===== config.mk =====
export PLATFORM = sky130hd
export DESIGN_NAME = rucc_ctrl
export DESIGN_NICKNAME = d
export VERILOG_FILES = /design/src/common/rucc_pkg.sv /design/src/rtl/rucc_ctrl.sv
export SDC_FILE = /design/constraint.sdc
export NUM_CORES = 1
export LEC_CHECK = 0
export ABC_CLOCK_PERIOD_IN_PS = 2270
export BUFFER_PORTS_ARGS = -buffer_cell sky130_fd_sc_hd__buf_2
export CAP_MARGIN = 15
export CORE_UTILIZATION = 25
export CTS_BUF_LIST = sky130_fd_sc_hd__clkbuf_4 sky130_fd_sc_hd__clkbuf_8
export DETAILED_ROUTE_END_ITERATION = 12
export PLACE_DENSITY = 0.45
export SYNTH_ARGS = -nofsm -noshare
export SYNTH_HDL_FRONTEND = slang
export SYNTH_SLANG_ARGS = --single-unit

===== constraint.sdc =====
create_clock -name hclk -period 2.27 [get_ports hclk]
set_input_delay 0.227 -clock hclk [delete_from_list [all_inputs] [get_ports hclk]]
set_output_delay 0.227 -clock hclk [all_outputs]
set_load 0.03 [all_outputs]

===== src/common/rucc_pkg.sv =====
package rucc_pkg;
   localparam logic [7:0] ADDR_CTRL = 8'h00;
   localparam logic [7:0] ADDR_WDOG = 8'h04;
   localparam logic [7:0] ADDR_CMD = 8'h08;
   localparam logic [7:0] ADDR_STAT = 8'h0C;
   localparam logic [7:0] ADDR_CAUSE = 8'h10;
   localparam logic [7:0] ADDR_IRQ = 8'h14;
   localparam logic [7:0] ADDR_MASK = 8'h18;
   localparam int PAGE_W = 3;
   localparam logic [2:0] FACTORY_PAGE = 3'h0;
   localparam int WDOG_W = 24;
   localparam logic [23:0] WDOG_RESET = 24'hFFFFFF;
   localparam int CMD_RELOAD = 0;
   localparam int CMD_WDOG_KICK = 1;
   localparam int CMD_PROG = 2;
   localparam int IRQ_WDOG = 0;
   localparam int IRQ_LOADERR = 1;
   localparam int IRQ_DONE = 2;
   localparam int IRQ_PROGERR = 3;

   typedef enum logic [1:0] {
      CAUSE_NONE = 2'b00,
      CAUSE_WDOG = 2'b01,
      CAUSE_LOADERR = 2'b10,
      CAUSE_RELOAD = 2'b11
   } rucc_cause_t;

   typedef enum logic [1:0] {
      ST_IDLE = 2'b00,
      ST_LOAD = 2'b01,
      ST_FACTORY = 2'b10,
      ST_USER = 2'b11
   } rucc_state_t;

   typedef struct packed {
      logic req;
      logic [2:0] page;
      logic prog;
   } rucc_store_req_t;
endpackage


===== src/rtl/rucc_ctrl.sv =====
// The register addresses and the AHB-Lite interface to the registers were left to the implementer.
module rucc_ctrl
   import rucc_pkg::*;
#(
   parameter int WDOG_WIDTH = WDOG_W
) (
   // Clock and reset
   input wire logic hclk,
   input wire logic hresetn,
   // AHB-Lite slave
   input wire logic hsel,
   input wire logic [7:0] haddr,
   input wire logic [1:0] htrans,
   input wire logic hwrite,
   input wire logic [2:0] hsize,
   input wire logic [31:0] hwdata,
   input wire logic hready,
   output logic [31:0] hrdata,
   output logic hreadyout,
   output logic hresp,
   // Mode strap and configuration store
   input wire logic local_mode,
   input wire logic load_done,
   input wire logic load_err,
   output rucc_store_req_t store_req,
   // Status and interrupt
   output logic user_mode,
   output logic irq
);
   logic mode_s1_reg, mode_s2_reg;
   logic done_s1_reg, done_s2_reg;
   logic err_s1_reg, err_s2_reg;
   logic boot_s1_reg, boot_s2_reg;
   logic wr_pend_reg, rd_pend_reg;
   logic [7:0] addr_reg;
   rucc_state_t state_reg;
   logic active_factory_reg;
   logic [PAGE_W-1:0] next_page_reg;
   logic [PAGE_W-1:0] cur_page_reg;
   logic wdog_en_reg;
   logic [WDOG_WIDTH-1:0] wdog_load_reg;
   logic [WDOG_WIDTH-1:0] wdog_cnt_reg;
   rucc_cause_t cause_reg;
   logic [3:0] irq_stat_reg, irq_mask_reg;
   logic [31:0] hrdata_reg;
   logic irq_reg;
   logic user_reg;
   rucc_store_req_t store_reg;
   logic wr_ctrl, wr_wdog, wr_cmd, wr_irq, wr_mask, rd_cause;
   logic wdog_expire, load_ok, load_bad, reload_req, prog_bad, start;
   logic [3:0] irq_event;

   // Inputs from the store are asynchronous
   always_ff @(posedge hclk or negedge hresetn) begin
      if (!hresetn) begin
         mode_s1_reg <= 1'b0;
         mode_s2_reg <= 1'b0;
         done_s1_reg <= 1'b0;
         done_s2_reg <= 1'b0;
         err_s1_reg <= 1'b0;
         err_s2_reg <= 1'b0;
         boot_s1_reg <= 1'b0;
         boot_s2_reg <= 1'b0;
      end else begin
         // Boot flag holds the first load until the strap has crossed the sync
         boot_s1_reg <= 1'b1;
         boot_s2_reg <= boot_s1_reg;
         mode_s1_reg <= local_mode;
         mode_s2_reg <= mode_s1_reg;
         done_s1_reg <= load_done;
         done_s2_reg <= done_s1_reg;
         err_s1_reg <= load_err;
         err_s2_reg <= err_s1_reg;
      end
   end

   // Bus address phase, zero wait states
   always_ff @(posedge hclk or negedge hresetn) begin
      if (!hresetn) begin
         wr_pend_reg <= 1'b0;
         rd_pend_reg <= 1'b0;
         addr_reg <= 8'h00;
      end else if (hready) begin
         wr_pend_reg <= hsel && htrans[1] && hwrite;
         rd_pend_reg <= hsel && htrans[1] && !hwrite;
         addr_reg <= haddr;
      end
   end

   assign wr_ctrl = wr_pend_reg && addr_reg == ADDR_CTRL;
   assign wr_wdog = wr_pend_reg && addr_reg == ADDR_WDOG;
   assign wr_cmd = wr_pend_reg && addr_reg == ADDR_CMD;
   assign wr_irq = wr_pend_reg && addr_reg == ADDR_IRQ;
   assign wr_mask = wr_pend_reg && addr_reg == ADDR_MASK;
   assign rd_cause = rd_pend_reg && addr_reg == ADDR_CAUSE;
   assign start = state_reg == ST_IDLE && boot_s2_reg;
   assign load_ok = state_reg == ST_LOAD && done_s2_reg;
   assign load_bad = state_reg == ST_LOAD && err_s2_reg;
   assign reload_req = state_reg == ST_USER && wr_cmd && hwdata[CMD_RELOAD];
   assign wdog_expire = state_reg == ST_USER && wdog_en_reg && wdog_cnt_reg == '0;
   assign prog_bad = wr_cmd && hwdata[CMD_PROG] && next_page_reg == FACTORY_PAGE;

   // Load sequencer
   always_ff @(posedge hclk or negedge hresetn) begin
      if (!hresetn) begin
         state_reg <= ST_IDLE;
         cur_page_reg <= FACTORY_PAGE;
         active_factory_reg <= 1'b1;
      end else begin
         case (state_reg)
            ST_IDLE: begin
               if (start) begin
                  state_reg <= ST_LOAD;
                  cur_page_reg <= mode_s2_reg ? next_page_reg : FACTORY_PAGE;
                  active_factory_reg <= !mode_s2_reg;
               end
            end
            ST_LOAD: begin
               if (err_s2_reg) begin
                  cur_page_reg <= FACTORY_PAGE;
                  active_factory_reg <= 1'b1;
                  state_reg <= ST_LOAD;
               end else if (done_s2_reg) begin
                  state_reg <= active_factory_reg ? ST_FACTORY : ST_USER;
               end
            end
            ST_FACTORY: begin
               if (wr_cmd && hwdata[CMD_RELOAD] && next_page_reg != FACTORY_PAGE) begin
                  cur_page_reg <= next_page_reg;
                  active_factory_reg <= 1'b0;
                  state_reg <= ST_LOAD;
               end
            end
            ST_USER: begin
               if (wdog_expire || reload_req) begin
                  cur_page_reg <= FACTORY_PAGE;
                  active_factory_reg <= 1'b1;
                  state_reg <= ST_LOAD;
               end
            end
            default: state_reg <= ST_IDLE;
         endcase
      end
   end

   // Configuration registers; next page writable from any image, watchdog settings only from the factory image
   always_ff @(posedge hclk or negedge hresetn) begin
      if (!hresetn) begin
         next_page_reg <= FACTORY_PAGE;
         wdog_en_reg <= 1'b0;
         wdog_load_reg <= WDOG_WIDTH'(WDOG_RESET);
      end else begin
         if (wr_ctrl) begin
            next_page_reg <= hwdata[PAGE_W-1:0];
         end
         if (wr_wdog && state_reg == ST_FACTORY) begin
            wdog_en_reg <= hwdata[31];
            wdog_load_reg <= hwdata[WDOG_WIDTH-1:0];
         end
      end
   end

   // Watchdog
   always_ff @(posedge hclk or negedge hresetn) begin
      if (!hresetn) begin
         wdog_cnt_reg <= WDOG_WIDTH'(WDOG_RESET);
      end else if (state_reg != ST_USER || (wr_cmd && hwdata[CMD_WDOG_KICK])) begin
         wdog_cnt_reg <= wdog_load_reg;
      end else if (wdog_en_reg && wdog_cnt_reg != '0) begin
         wdog_cnt_reg <= wdog_cnt_reg - 1'b1;
      end
   end

   // Cause kept until read; new events win over the read
   always_ff @(posedge hclk or negedge hresetn) begin
      if (!hresetn) begin
         cause_reg <= CAUSE_NONE;
      end else if (wdog_expire) begin
         cause_reg <= CAUSE_WDOG;
      end else if (load_bad && !active_factory_reg) begin
         cause_reg <= CAUSE_LOADERR;
      end else if (reload_req) begin
         cause_reg <= CAUSE_RELOAD;
      end else if (rd_cause) begin
         cause_reg <= CAUSE_NONE;
      end
   end

   assign irq_event = {prog_bad, load_ok, load_bad, wdog_expire};

   always_ff @(posedge hclk or negedge hresetn) begin
      if (!hresetn) begin
         irq_stat_reg <= 4'h0;
         irq_mask_reg <= 4'h0;
         irq_reg <= 1'b0;
      end else begin
         irq_stat_reg <= irq_event | (irq_stat_reg & ~(wr_irq ? hwdata[3:0] : 4'h0));
         if (wr_mask) begin
            irq_mask_reg <= hwdata[3:0];
         end
         irq_reg <= |(irq_stat_reg & irq_mask_reg);
      end
   end

   always_ff @(posedge hclk or negedge hresetn) begin
      if (!hresetn) begin
         store_reg <= '0;
         user_reg <= 1'b0;
      end else begin
         store_reg.req <= start || load_ok ? 1'b0 : state_reg == ST_LOAD;
         store_reg.page <= wr_cmd && hwdata[CMD_PROG] ? next_page_reg : cur_page_reg;
         store_reg.prog <= wr_cmd && hwdata[CMD_PROG] && !prog_bad;
         user_reg <= state_reg == ST_USER;
      end
   end

   // Read data registered from the address phase
   always_ff @(posedge hclk or negedge hresetn) begin
      if (!hresetn) begin
         hrdata_reg <= 32'h00000000;
      end else if (hready && hsel && htrans[1] && !hwrite) begin
         case (haddr)
            ADDR_CTRL: hrdata_reg <= {29'h0, next_page_reg};
            ADDR_WDOG: hrdata_reg <= {wdog_en_reg, 7'h0, 24'(wdog_load_reg)};
            ADDR_STAT: hrdata_reg <= {27'h0, mode_s2_reg, active_factory_reg,
                                      cur_page_reg};
            ADDR_CAUSE: hrdata_reg <= {30'h0, cause_reg};
            ADDR_IRQ: hrdata_reg <= {28'h0, irq_stat_reg};
            ADDR_MASK: hrdata_reg <= {28'h0, irq_mask_reg};
            default: hrdata_reg <= 32'h00000000;
         endcase
      end
   end

   assign hrdata = hrdata_reg;
   assign hreadyout = 1'b1;
   assign hresp = 1'b0;
   assign irq = irq_reg;
   assign user_mode = user_reg;
   assign store_req = store_reg;
endmodule


Word-level counts from Yosys, hierarchy flattened
Cells that the tools add are included.
{ "op_classes": {"bitwise_logic": 4, "n_reduce_logical": 47, "eq_ne": 19, "n_addsub": 1, "mux": 28} }
{ "op_table": {"columns": ["cell", "count"], "rows": [
  ["case mux 32 bit (6 select lines)", 1],
  ["== test 8 x 5 -> 1 bit (second input constant)", 6],
  ["2-to-1 mux 24 bit", 2],
  ["logical AND 1 bit", 28],
  ["logical NOT 24 bit", 1],
  ["nonzero test 24 bit", 1],
  ["subtractor 24 x 1 -> 24 bit (second input constant)", 1],
  ["2-to-1 mux 2 bit", 9],
  ["2-to-1 mux 3 bit", 6],
  ["== test 8 x 3 -> 1 bit (second input constant)", 2],
  ["== test 8 x 4 -> 1 bit (second input constant)", 2],
  ["logical NOT 8 bit", 2],
  ["case mux 3 bit (4 select lines)", 1],
  ["!= test 2 bit (second input constant)", 5],
  ["bitwise AND 4 bit", 2],
  ["case mux 2 bit (4 select lines)", 1],
  ["AND reduction 4 bit", 2],
  ["2-to-1 mux 1 bit", 6],
  ["== test 2 bit (second input constant)", 2],
  ["logical NOT 1 bit", 4],
  ["2-to-1 mux 4 bit", 1],
  ["NOT 4 bit", 1],
  ["OR 4 bit", 1],
  ["case mux 1 bit (4 select lines)", 1],
  ["9 further kinds", 11]
]} }
{ "totals": {"out_inout_bits": 41, "word_cells": 126, "reg_bits": 125} }

Depth between registers and ports, before layout
Gate-level depths: netlist of the first run.
{ "depth": {"word_depth": 7, "mapped_depth": 8, "ltp_nobuf": 7} }

Least setup slack after synthesis of the first run
No wires, ideal clock.
{ "synth_timing": {"kind": "reg2reg", "start": "register wdog_cnt_reg[0]", "end": "register cur_page_reg[0]", "synth_period_minus_slack_ns": 2.388, "slack_ns": -0.118, "required_time_ns": 2.149, "arrival_ns": 2.267, "stages_incl_launch_ff": 8, "path_buffers": 0, "path_cell_list": "dfstp_2 -> inv_1 -> ha_1 -> or2b_2 -> or4_4 -> or3_4 -> a211o_1 -> a22o_1"} }
{ "synth_via": {"elab_chain_len": 5} }
{ "synth_lines": {"columns": ["element", "line", "text"], "rows": [
  ["from (decl)", "rucc_ctrl.sv:42", "logic [WDOG_WIDTH-1:0] wdog_cnt_reg;"],
  ["from (signal assigned)", "rucc_ctrl.sv:166", "wdog_cnt_reg <= WDOG_WIDTH'(WDOG_RESET);"],
  ["from (signal assigned)", "rucc_ctrl.sv:168", "wdog_cnt_reg <= wdog_load_reg;"],
  ["from (signal assigned)", "rucc_ctrl.sv:170", "wdog_cnt_reg <= wdog_cnt_reg - 1'b1;"],
  ["logical NOT 24 bit", "rucc_ctrl.sv:100", "assign wdog_expire = state_reg == ST_USER && wdog_en_reg && wdog_cnt_reg == '0;"],
  ["logical AND 1 bit", "rucc_ctrl.sv:100", null],
  ["logical OR 1 bit", "rucc_ctrl.sv:135", "if (wdog_expire || reload_req) begin"],
  ["!= test 2 bit (no source line)", null, null],
  ["AND reduction 4 bit (no source line)", null, null],
  ["to (signal assigned)", "rucc_ctrl.sv:114", "cur_page_reg <= mode_s2_reg ? next_page_reg : FACTORY_PAGE;"],
  ["to (signal assigned)", "rucc_ctrl.sv:129", "cur_page_reg <= next_page_reg;"],
  ["to (decl)", "rucc_ctrl.sv:39", "logic [PAGE_W-1:0] cur_page_reg;"]
]} }
No other way between the ends.
A chain may end at the register's enable or synchronous reset.

Worst setup path after layout of the first run
{ "layout_timing": {"start": "register wdog_cnt_reg[19]", "end": "register cur_page_reg[2]"} }
Same word-level chain as after synthesis.

==> impl_metrics.tcl, run 1 <==
set metrics [dict create \
    critPathCaptureType "flip-flop" \
    grt_pass1_vias 4164 \
    rsz0062_at_grt "true" \
    fp.dieW_um 147.6 \
    r2r_slack_ns -0.14 \
    drc 0 \
    synth-edff-count 0 \
    wl_per_cell_um 15.14 \
    h-tree-depth 4 \
    drive_gt1_share_pct 44.24 \
    io_pins 94 \
    powerDensity_mw_per_mm2 945.4 \
    core_mm2 0.02049 \
    crit_top_cell "or4_4" \
    relSlewSlack_pct 58.27 \
    crit_buf_inv 0 \
    reg2reg_depth 5 \
    die-area_mm2 0.02178 \
    synthDistinctLibCells 59 \
    wl_mm 13.16 \
    antenna_cells 0 \
    worst_setup_path_start_kind "flip-flop" \
    synth_area_per_cell_um2 11.83 \
    clock-root-buffer "clkbuf_8" \
    fin_skew_ns 0.009784 \
    clock_latency_ns 0.44 \
    grt-ovfl-total 0 \
    fmax_ghz 0.4143 \
    clk_pin_slew_ns 0.07 \
    fin_tns_setup_ns -0.5868 \
    finalCritPeriodShare_pct 106.3 \
    first_pass_iters 4 \
    ys_warn_count 0 \
    slowest_delay_ns 0.53 \
    arrival_ns 2.74 \
    ir_drop_uv 457.9 \
    crit-reg2reg-capture "cur_page_reg[2]" \
    regArea_mm2 0.003014 \
    min_path_cells 2 \
    antenna_left 0 \
    grt_pass1_wl_mm 22.18 \
    syn_inst 448 \
    ys.flop_type "dfrtp_1" \
    setup_ws_ns -0.1438 \
    start_util_pct 25.85 \
    drv_cap 0 \
    min_period_ns 2.414 \
    timing.rr.start "wdog_cnt_reg[19]" \
    final_cell_mix "72 x buf_2, 69 x dfrtp_1, 49 x dfstp_2" \
    cp_top_family "simple AND/OR/NAND/NOR gates" \
    place_ws_ns -0.1181 \
    fp.dieH_um 147.6 \
    tightest_slew_ns 0.6259 \
    vias 3998 \
    status "complete, but fails checks" \
    grt_max_degree 48 \
    hold_path_class "input pin to flip-flop" \
    netlist_area_mm2 0.005299 \
    cts_tree "built" \
    path_cells "or4_4, or4_4, or3_4, a211o_4, a22o_1" \
    multi_input_area_mm2 0.002206 \
    area_growth_pct 31.48 \
    report.final.slew_viol_count 0 \
    viasPerCell 4.601 \
    place_congestion 0.8079 \
    cts_buffer_depth 2 \
    cts_sinks 118 \
    min_to "wdog_load_reg[14]" \
    drt_iter0_drc 205 \
    async_reset_ff_share_pct 100.0 \
    cp_slowest_cell "or4_4" \
    port_buffers 73 \
    largest_reg_flops 25 \
    violations "setup timing" \
    antenna_found_initial 0 \
    nFillCells 2105 \
    critPathMaxFanout 4 \
    worst_ep_required_time_ns 2.60 \
    timing_worst_setup_path_type "flip-flop to flip-flop" \
    final_nets 641 \
    ys_seq_area_share_pct 56.88 \
    dp_hpwl_mm 9.432 \
    hold_viol 0 \
    grt_usage_pct 13.13 \
    std_cell_rows 52 \
    holdCritStartpoint "hwdata[14]" \
    synth_seq_cells 118 \
    final_common_cell "buf_2" \
    numCtsBuffers 17 \
    leakagePower_nw 3.093 \
    setup_viol 5 \
]
-- per-layer routing --
layer | part of all wire (%) | wire, µm | track usage [%] | vias up
met4 | 1.1 | 150 | 5.206 | 0
met5 | 0 | 0 | 0 | -
met3 | 4.1 | 539 | 3.395 | 10
met2 | 44 | 5833 | 19.06 | 88
met1 | 50 | 6635 | 18.51 | 2012
li1 | - | - | - | 1888
-- synth_stat cells (2+ instances only) --
master,count,share of area (%)
xnor2_1,17,2.8
clkbuf_1,15,1.1
xor2_1,5,0.83
mux2i_1,5,0.94
or3_2,2,0.28
dfstp_2,49,24
o211ai_1,2,0.28
mux2_2,44,9.4
inv_1,8,0.57
nor3b_1,2,0.28
nor2b_1,5,0.59
nand4b_1,2,0.33
or3_1,4,0.47
o21ai_0,16,1.5
a21oi_1,33,3.1
a22o_1,25,4.1
nand3_1,5,0.47
dfrtp_1,69,33
conb_1,2,0.14
a211oi_1,5,0.71
or4_4,2,0.42
nor2_1,35,2.5
nor4_1,8,0.94
a21o_1,2,0.28
buf_2,2,0.19
nand4_1,6,0.71
nor4b_1,2,0.33
nand3b_1,2,0.28
nand2_1,20,1.4
nor3_1,10,0.94
and2b_2,2,0.33
a2111oi_0,2,0.33
ha_1,2,0.47
buf_4,9,1.3
a22oi_1,5,0.71
-- how the worst max path moves through the flow --
stage / startpoint / end / slack, ns / cells after the start
global route: wdog_cnt_reg[19] / cur_page_reg[1] / -0.19 / 5
detailed placement: wdog_cnt_reg[19] / cur_page_reg[2] / -0.12 / 5
global placement: wdog_cnt_reg[19] / cur_page_reg[0] / -0.09 / 5
floorplan: wdog_cnt_reg[19] / cur_page_reg[0] / -0.08 / 5
finish: wdog_cnt_reg[19] / cur_page_reg[2] / -0.14 / 5
CTS: wdog_cnt_reg[19] / cur_page_reg[2] / -0.15 / 5
-- kinds of logic after synthesis --
group	Yosys count	synth area share [%]
flops	118	56.88
compound gates	98	12.44
xor+xnor	22	3.636
buf+inv	35	3.164
fa+ha+maj	2	0.4722
mux	50	10.72
simple gates	121	12.54
other cells	2	0.1417
-- power by group --
| part | switching (W) | internal (W) |
|---|---|---|
| Combinational | 0.000840 | 0.000813 |
| Sequential | 0.000259 | 0.00257 |
| Clock | 0.000826 | 0.00128 |
-- through the flow --
| step | power, W | util (%) | hold slack [ns] | instances | cell area, µm² |
|---|---|---|---|---|---|
| CTS | 0.006656 | 33.77 | 0.00003070 | 868 | 6920 |
| global placement | 0.004431 | 30.51 | 0.2885 | 813 | 6254 |
| global route | 0.007008 | 33.99 | 0.003340 | 869 | 6967 |
| floorplan | 0.003802 | - | -0.06859 | 456 | 5334 |
| finish | 0.006586 | 33.99 | 0.03622 | 869 | 6967 |
| detailed placement | 0.004454 | 30.51 | 0.2951 | 813 | 6254 |
-- area by class of cell --
class | count | share of cell area [%]
Tap cell | 270 | 4.849
Inverter | 8 | 0.4310
Clock buffer | 22 | 4.077
Sequential cell | 118 | 43.27
Timing Repair Buffer | 138 | 13.52
Clock inverter | 10 | 2.191
Multi-Input combinational cell | 303 | 31.66
-- what timing repair did --
item / 4_1_cts / 5_1_grt
endpoints found under the hold margin: 61 / 0
hold buffers: 23 / 0
endpoints found under the setup margin: 8 / 13
pin swaps: 0 / 3
setup buffers: 0 / 2
resized for setup: 2 / 9
(Power assumes the default switching activity.)
==> run 2: changes to the inputs <==
--- a/config.mk
+++ b/config.mk
@@ -5,13 +5,13 @@
 export SDC_FILE = /design/constraint.sdc
 export NUM_CORES = 1
 export LEC_CHECK = 0
-export ABC_CLOCK_PERIOD_IN_PS = 2270
 export BUFFER_PORTS_ARGS = -buffer_cell sky130_fd_sc_hd__buf_2
 export CAP_MARGIN = 15
 export CORE_UTILIZATION = 25
 export CTS_BUF_LIST = sky130_fd_sc_hd__clkbuf_4 sky130_fd_sc_hd__clkbuf_8
 export DETAILED_ROUTE_END_ITERATION = 12
-export PLACE_DENSITY = 0.45
+export PLACE_DENSITY = 0.44
+export SETUP_SLACK_MARGIN = 0.02
 export SYNTH_ARGS = -nofsm -noshare
 export SYNTH_HDL_FRONTEND = slang
 export SYNTH_SLANG_ARGS = --single-unit
==> constraint.sdc (replaced) <==
create_clock -name hclk -period 3.05 [get_ports hclk]
set_input_delay 0.305 -clock hclk [delete_from_list [all_inputs] [get_ports hclk]]
set_output_delay 0.305 -clock hclk [all_outputs]
set_load 0.03 [all_outputs]
==> run 2 against run 1 <==
The run now ends clean. Via count decreased by 5.9%. Register-to-register slack gained 0.64 ns. Worst hold slack better by 0.039 ns. Critical path type unchanged. Total power fell by 30%. Largest cell class unchanged. Count of clock-buffer cells in the layout rose by 1. Global-route usage down 0.42 points. Die area unchanged. First-iteration DRC count increased by 5.4%. Design area shrank 7.5%. Sequential share of layout area increased by 3.5 points. Clock skew increased by 0.0016 ns. Critical endpoint unchanged. Combinational power decreased by 42%.
==> impl_metrics.tcl, run 2 (synthesized netlist as in run 1, its figures left out) <==
set metrics [dict create \
    fp.dieW_um 147.6 \
    reg2reg_depth 7 \
    antenna_left 0 \
    drive_gt1_share_pct 40.84 \
    std_cell_rows 52 \
    crit_start "wdog_cnt_reg[0]" \
    area_growth_pct 21.63 \
    hold_viol 0 \
    die-area_mm2 0.02178 \
    h-tree-depth 4 \
    relSlewSlack_pct 40.86 \
    drc 0 \
    clk_pin_slew_ns 0.07 \
    min_period_ns 2.553 \
    setup_ws_ns 0.4973 \
    ir_drop_uv 301.8 \
    timing_worst_setup_path_type "flip-flop to flip-flop" \
    worst_ep_required_time_ns 3.38 \
    grt_pass1_vias 3950 \
    multi_input_area_mm2 0.002166 \
    core_mm2 0.02049 \
    grt_usage_pct 12.71 \
    cts_sinks 118 \
    fp.dieH_um 147.6 \
    io_pins 94 \
    regArea_mm2 0.003014 \
    first_pass_iters 4 \
    crit_path_end "cur_page_reg[2]" \
    fin_tns_setup_ns 0 \
    antenna_cells 0 \
    grt_max_degree 65 \
    fmax_ghz 0.3917 \
    numCtsBuffers 17 \
    start_util_pct 25.85 \
    place_ws_ns 0.4987 \
    place_congestion 0.7954 \
    wl_per_cell_um 15.92 \
    r2r_slack_ns 0.50 \
    vias 3762 \
    final_cell_mix "72 x buf_2, 69 x dfrtp_1, 49 x dfstp_2" \
    timing.rr.start "wdog_cnt_reg[0]" \
    cts_tree "built" \
    post_cts_buffers 0 \
    dp_hpwl_mm 8.974 \
    leakagePower_nw 2.833 \
    report.final.slew_viol_count 0 \
    powerDensity_mw_per_mm2 711.7 \
    cts_buffer_depth 2 \
    grt_pass1_wl_mm 21.25 \
    hold_path_class "input pin to flip-flop" \
    drt_iter0_drc 216 \
    rsz0062_at_grt "false" \
    fin_skew_ns 0.01135 \
    status "completed" \
    critPathMaxFanout 7 \
    finalCritPeriodShare_pct 83.70 \
    antenna_found_initial 0 \
    setup_viol 0 \
    final_common_cell "buf_2" \
    largest_reg_flops 25 \
    arrival_ns 2.88 \
    final_nets 588 \
    clock_latency_ns 0.44 \
    grt-ovfl-total 0 \
    drv_cap 0 \
    worst_setup_path_start_kind "flip-flop" \
    port_buffers 73 \
    nFillCells 2158 \
    clock-root-buffer "clkbuf_8" \
    wl_mm 12.99 \
    viasPerCell 4.610 \
    critPathCaptureType "flip-flop" \
    crit-reg2reg-capture "cur_page_reg[2]" \
    tightest_slew_ns 0.8803 \
]
-- run 2: cell type report --
class	instances	area share, %
timing repair buffer	85	7.455
clock buffer	23	4.523
inverter	8	0.4659
sequential	118	46.77
clock inverter	9	1.941
multi-input combinational	303	33.61
tap	270	5.242
-- run 2: report_power, final --
group / internal [W] / switching, W / leakage, nW / total (W)
Clock: 0.000882 / 0.000626 / 0.213 / 0.00151
Sequential: 0.00191 / 0.000214 / 1.39 / 0.00213
Combinational: 0.000409 / 0.000543 / 1.23 / 0.000952
Total: 0.00320 / 0.00138 / 2.83 / 0.00459
-- run 2: worst min path at each step --
| stage | startpoint | end | slack [ns] | cells past startpoint |
|---|---|---|---|---|
| floorplan | hresetn | addr_reg[0] | 0.009 | 0 |
| global placement | done_s1_reg | done_s2_reg | 0.33 | 0 |
| detailed placement | err_s1_reg | err_s2_reg | 0.34 | 0 |
| CTS | hwdata[31] | wdog_en_reg | 0.04 | 3 |
| global route | hwdata[12] | wdog_load_reg[12] | 0.06 | 2 |
| finish | hwdata[31] | wdog_en_reg | 0.08 | 3 |
-- run 2: repair_timing --
item / in CTS / in global routing
endpoints found under the hold margin: 41 / 0
hold buffers: 4 / 0
gates resized for setup: 0 / 0
-- run 2: stage by stage --
step / utilization (%) / total power [W] / std cells / hold WS [ns] / cell area (µm²)
2_1_floorplan: - / 0.002819 / 456 / 0.009409 / 5329
3_3_place_gp: 29.22 / 0.003080 / 780 / 0.3335 / 5988
3_5_place_dp: 29.22 / 0.003106 / 780 / 0.3417 / 5988
4_1_cts: 31.45 / 0.004655 / 816 / 0.04027 / 6445
5_1_grt: 31.45 / 0.004879 / 816 / 0.05860 / 6445
6_report: 31.45 / 0.004587 / 816 / 0.07502 / 6445
-- run 2: routing by layer --
layer	vias up	wire length (µm)	GRT usage, %
met2	82	5832	19.13
met5	-	0	0
li1	1781	-	-
met4	0	176	5.361
met1	1889	6382	17.17
met3	10	597	3.426
-- run 2: worst max-delay path: stages, from the launching register on --
cell     delay (ns)
dfstp_2        0.38
inv_1          0.10
ha_1           0.17
or2b_2         0.32
or4_4          0.57
or3_4          0.38
a211o_1        0.33
a22o_1         0.19
==> run 3: changes to the inputs <==
--- a/config.mk
+++ b/config.mk
@@ -10,7 +10,7 @@
 export CORE_UTILIZATION = 25
 export CTS_BUF_LIST = sky130_fd_sc_hd__clkbuf_4 sky130_fd_sc_hd__clkbuf_8
 export DETAILED_ROUTE_END_ITERATION = 12
-export PLACE_DENSITY = 0.44
+export PLACE_DENSITY = 0.45
 export SETUP_SLACK_MARGIN = 0.02
 export SYNTH_ARGS = -nofsm -noshare
 export SYNTH_HDL_FRONTEND = slang
==> constraint.sdc (replaced) <==
create_clock -name hclk -period 2.1 [get_ports hclk]
set_input_delay 0.21 -clock hclk [delete_from_list [all_inputs] [get_ports hclk]]
set_output_delay 0.21 -clock hclk [all_outputs]
set_load 0.03 [all_outputs]
==> run 3 against run 2 <==
Register-to-register slack worse by 0.74 ns. Total power is 57% higher. The run now ends with setup timing left. Combinational power is 110% higher. Non-clock buffer count is 68 higher. First-iteration DRC count is 20% lower. Worst hold slack worse by 0.037 ns. Global-route usage is 0.69 points higher. Critical path depth stayed put. Clock power is 38% higher. Sequential power is 45% higher. Highest routed layer unchanged. Die area stayed put. Design area is 13% higher.
==> impl_metrics.tcl, run 3 (synthesized netlist as in run 1, its figures left out) <==
set metrics [dict create \
    hold_viol 0 \
    antenna_cells 0 \
    timing.rr.start "wdog_cnt_reg[0]" \
    io_pins 94 \
    numCtsBuffers 17 \
    cts_tree "built" \
    reg2reg_depth 7 \
    wl_per_cell_um 15.42 \
    ir_drop_uv 478.5 \
    r2r_slack_ns -0.25 \
    dp_hpwl_mm 9.493 \
    p_clk_share_pct 29.0 \
    clock-root-buffer "clkbuf_8" \
    h-tree-depth 4 \
    core_mm2 0.02049 \
    min_to "wdog_load_reg[3]" \
    critPathCaptureType "flip-flop" \
    drc 0 \
    fin_hold_ws_ns 0.03783 \
    clock_latency_ns 0.45 \
    drt_iter0_drc 172 \
    area_growth_pct 37.40 \
    vias 4048 \
    rsz0062_at_grt "true" \
    report.final.slew_viol_count 0 \
    antenna_found_initial 0 \
    holdCritStartpoint "hwdata[3]" \
    min_path_cells 2 \
    powerDensity_mw_per_mm2 991.0 \
    fin_tns_setup_ns -1.630 \
    nFillCells 2057 \
    crit_cells 7 \
    worst_setup_path_start_kind "flip-flop" \
    place_ws_ns -0.2852 \
    worst_ep_required_time_ns 2.43 \
    critPathMaxFanout 4 \
    wl_mm 13.63 \
    timing_worst_setup_path_type "flip-flop to flip-flop" \
    largest_reg_flops 25 \
    setup_ws_ns -0.2458 \
    path_cells "inv_2, ha_4, or2b_4, or4_4, or3_4, a211o_1, a22o_1" \
    grt_pass1_vias 4219 \
    min_period_ns 2.346 \
    drive_gt1_share_pct 47.23 \
    cp_top_family "simple AND/OR/NAND/NOR gates" \
    final_nets 656 \
    swShare_pct 32.03 \
    place_congestion 0.8474 \
    combPwrFrac_pct 28.2 \
    multi_input_area_mm2 0.002392 \
    violations "setup timing" \
    grt_pass1_wl_mm 22.36 \
    leakagePower_nw 3.180 \
    grt_most_used_layer "met2" \
    finalCritPeriodShare_pct 111.7 \
    drv_cap 0 \
    p_int_w 0.004905 \
    fin_skew_ns 0.01168 \
    use_met1_pct 18.11 \
    first_pass_iters 4 \
    seqPwrFrac_pct 42.7 \
    status "complete, but fails checks" \
    grt-ovfl-total 0 \
    grt_usage_pct 13.40 \
    grt_max_degree 60 \
    std_cell_rows 52 \
    antenna_left 0 \
    cts_sinks 118 \
    grt_use_met2_pct 20.52 \
    slowest_delay_ns 0.52 \
    tightest_slew_ns 0.5265 \
    die-area_mm2 0.02178 \
    switchingPower_w 0.002311 \
    relSlewSlack_pct 64.90 \
    port_buffers 73 \
    fp.dieH_um 147.6 \
    hold_path_class "input pin to flip-flop" \
    start_util_pct 25.85 \
    final_common_cell "buf_2" \
    arrival_ns 2.67 \
    crit_buf_inv 1 \
    viasPerCell 4.579 \
    fp.dieW_um 147.6 \
    clk_pin_slew_ns 0.07 \
    setup_viol 11 \
    cp_slowest_cell "or4_4" \
    crit-reg2reg-capture "cur_page_reg[0]" \
    regArea_mm2 0.003014 \
    fmax_ghz 0.4263 \
    final_cell_mix "72 x buf_2, 69 x dfrtp_1, 49 x dfstp_2" \
    grt_use_met3_pct 3.642 \
    cts_buffer_depth 2 \
]
-- run 3: cell count changes in the layout (fill, tap and decap cells not counted), sizes merged --
cell,previous run,this run
clkinvlp,2,4
dlygate4sd3,4,30
buf,81,123
clkinv,4,5
bufinv,3,2
clkbuf,23,21
-- run 3: how the worst max path moves through the flow --
| stage | startpoint | endpoint | slack (ns) |
|---|---|---|---|
| final | wdog_cnt_reg[0] | cur_page_reg[0] | -0.25 |
| after global routing | wdog_cnt_reg[0] | cur_page_reg[0] | -0.31 |
| after CTS | wdog_cnt_reg[19] | cur_page_reg[2] | -0.30 |
| after detailed placement | wdog_cnt_reg[19] | cur_page_reg[2] | -0.29 |
| after global placement | wdog_cnt_reg[19] | cur_page_reg[2] | -0.26 |
| after floorplan | wdog_cnt_reg[19] | cur_page_reg[0] | -0.25 |
-- run 3: worst reg2reg max path, stage by stage, from the launching register on --
cell and delay [ns]:
dfstp_2 0.37, inv_2 0.07, ha_4 0.13, or2b_4 0.26, or4_4 0.52, or3_4 0.36
a211o_1 0.31, a22o_1 0.21
-- run 3: power groups by stage --
stage	Sequential, W	Combinational (W)	Clock [W]
global route	0.00313	0.00225	0.00229
global placement	0.00307	0.00174	0
floorplan	0.00308	0.00103	0
CTS	0.00305	0.00191	0.00218
detailed placement	0.00308	0.00178	0
finish	0.00308	0.00204	0.00209
-- run 3: layer usage --
layer | vias up | wire length (µm)
met2 | 87 | 6088
met4 | 0 | 206
met1 | 2021 | 6760
met5 | - | 0
met3 | 15 | 574
li1 | 1925 | -
-- run 3: layout make-up --
class | count | share of cell area [%]
flip-flops and latches | 118 | 41.40
multi-input cells | 303 | 32.86
repair buffers | 153 | 15.16
well taps | 270 | 4.640
clock buffers | 21 | 3.798
clock inverters | 11 | 1.736
inverters | 8 | 0.4124
-- run 3: timing repair --
| action | in CTS | in global routing |
|---|---|---|
| hold buffers | 30 | 0 |
| gates resized for setup | 23 | 25 |
| setup endpoints to repair | 20 | 30 |
| hold endpoints to repair | 48 | 0 |
| setup buffers | 4 | 1 |
| pin swaps | 11 | 14 |
-- run 3: stage by stage --
step                      power (W)  area [µm²]  instances  utilization (%)
final                      0.007215        7281        884            35.53
after global routing       0.007665        7281        884            35.53
after CTS                  0.007133        7116        883            34.72
after detailed placement   0.004855        6300        817            30.74
after global placement     0.004811        6300        817            30.74
after floorplan            0.004111        5338        456                -
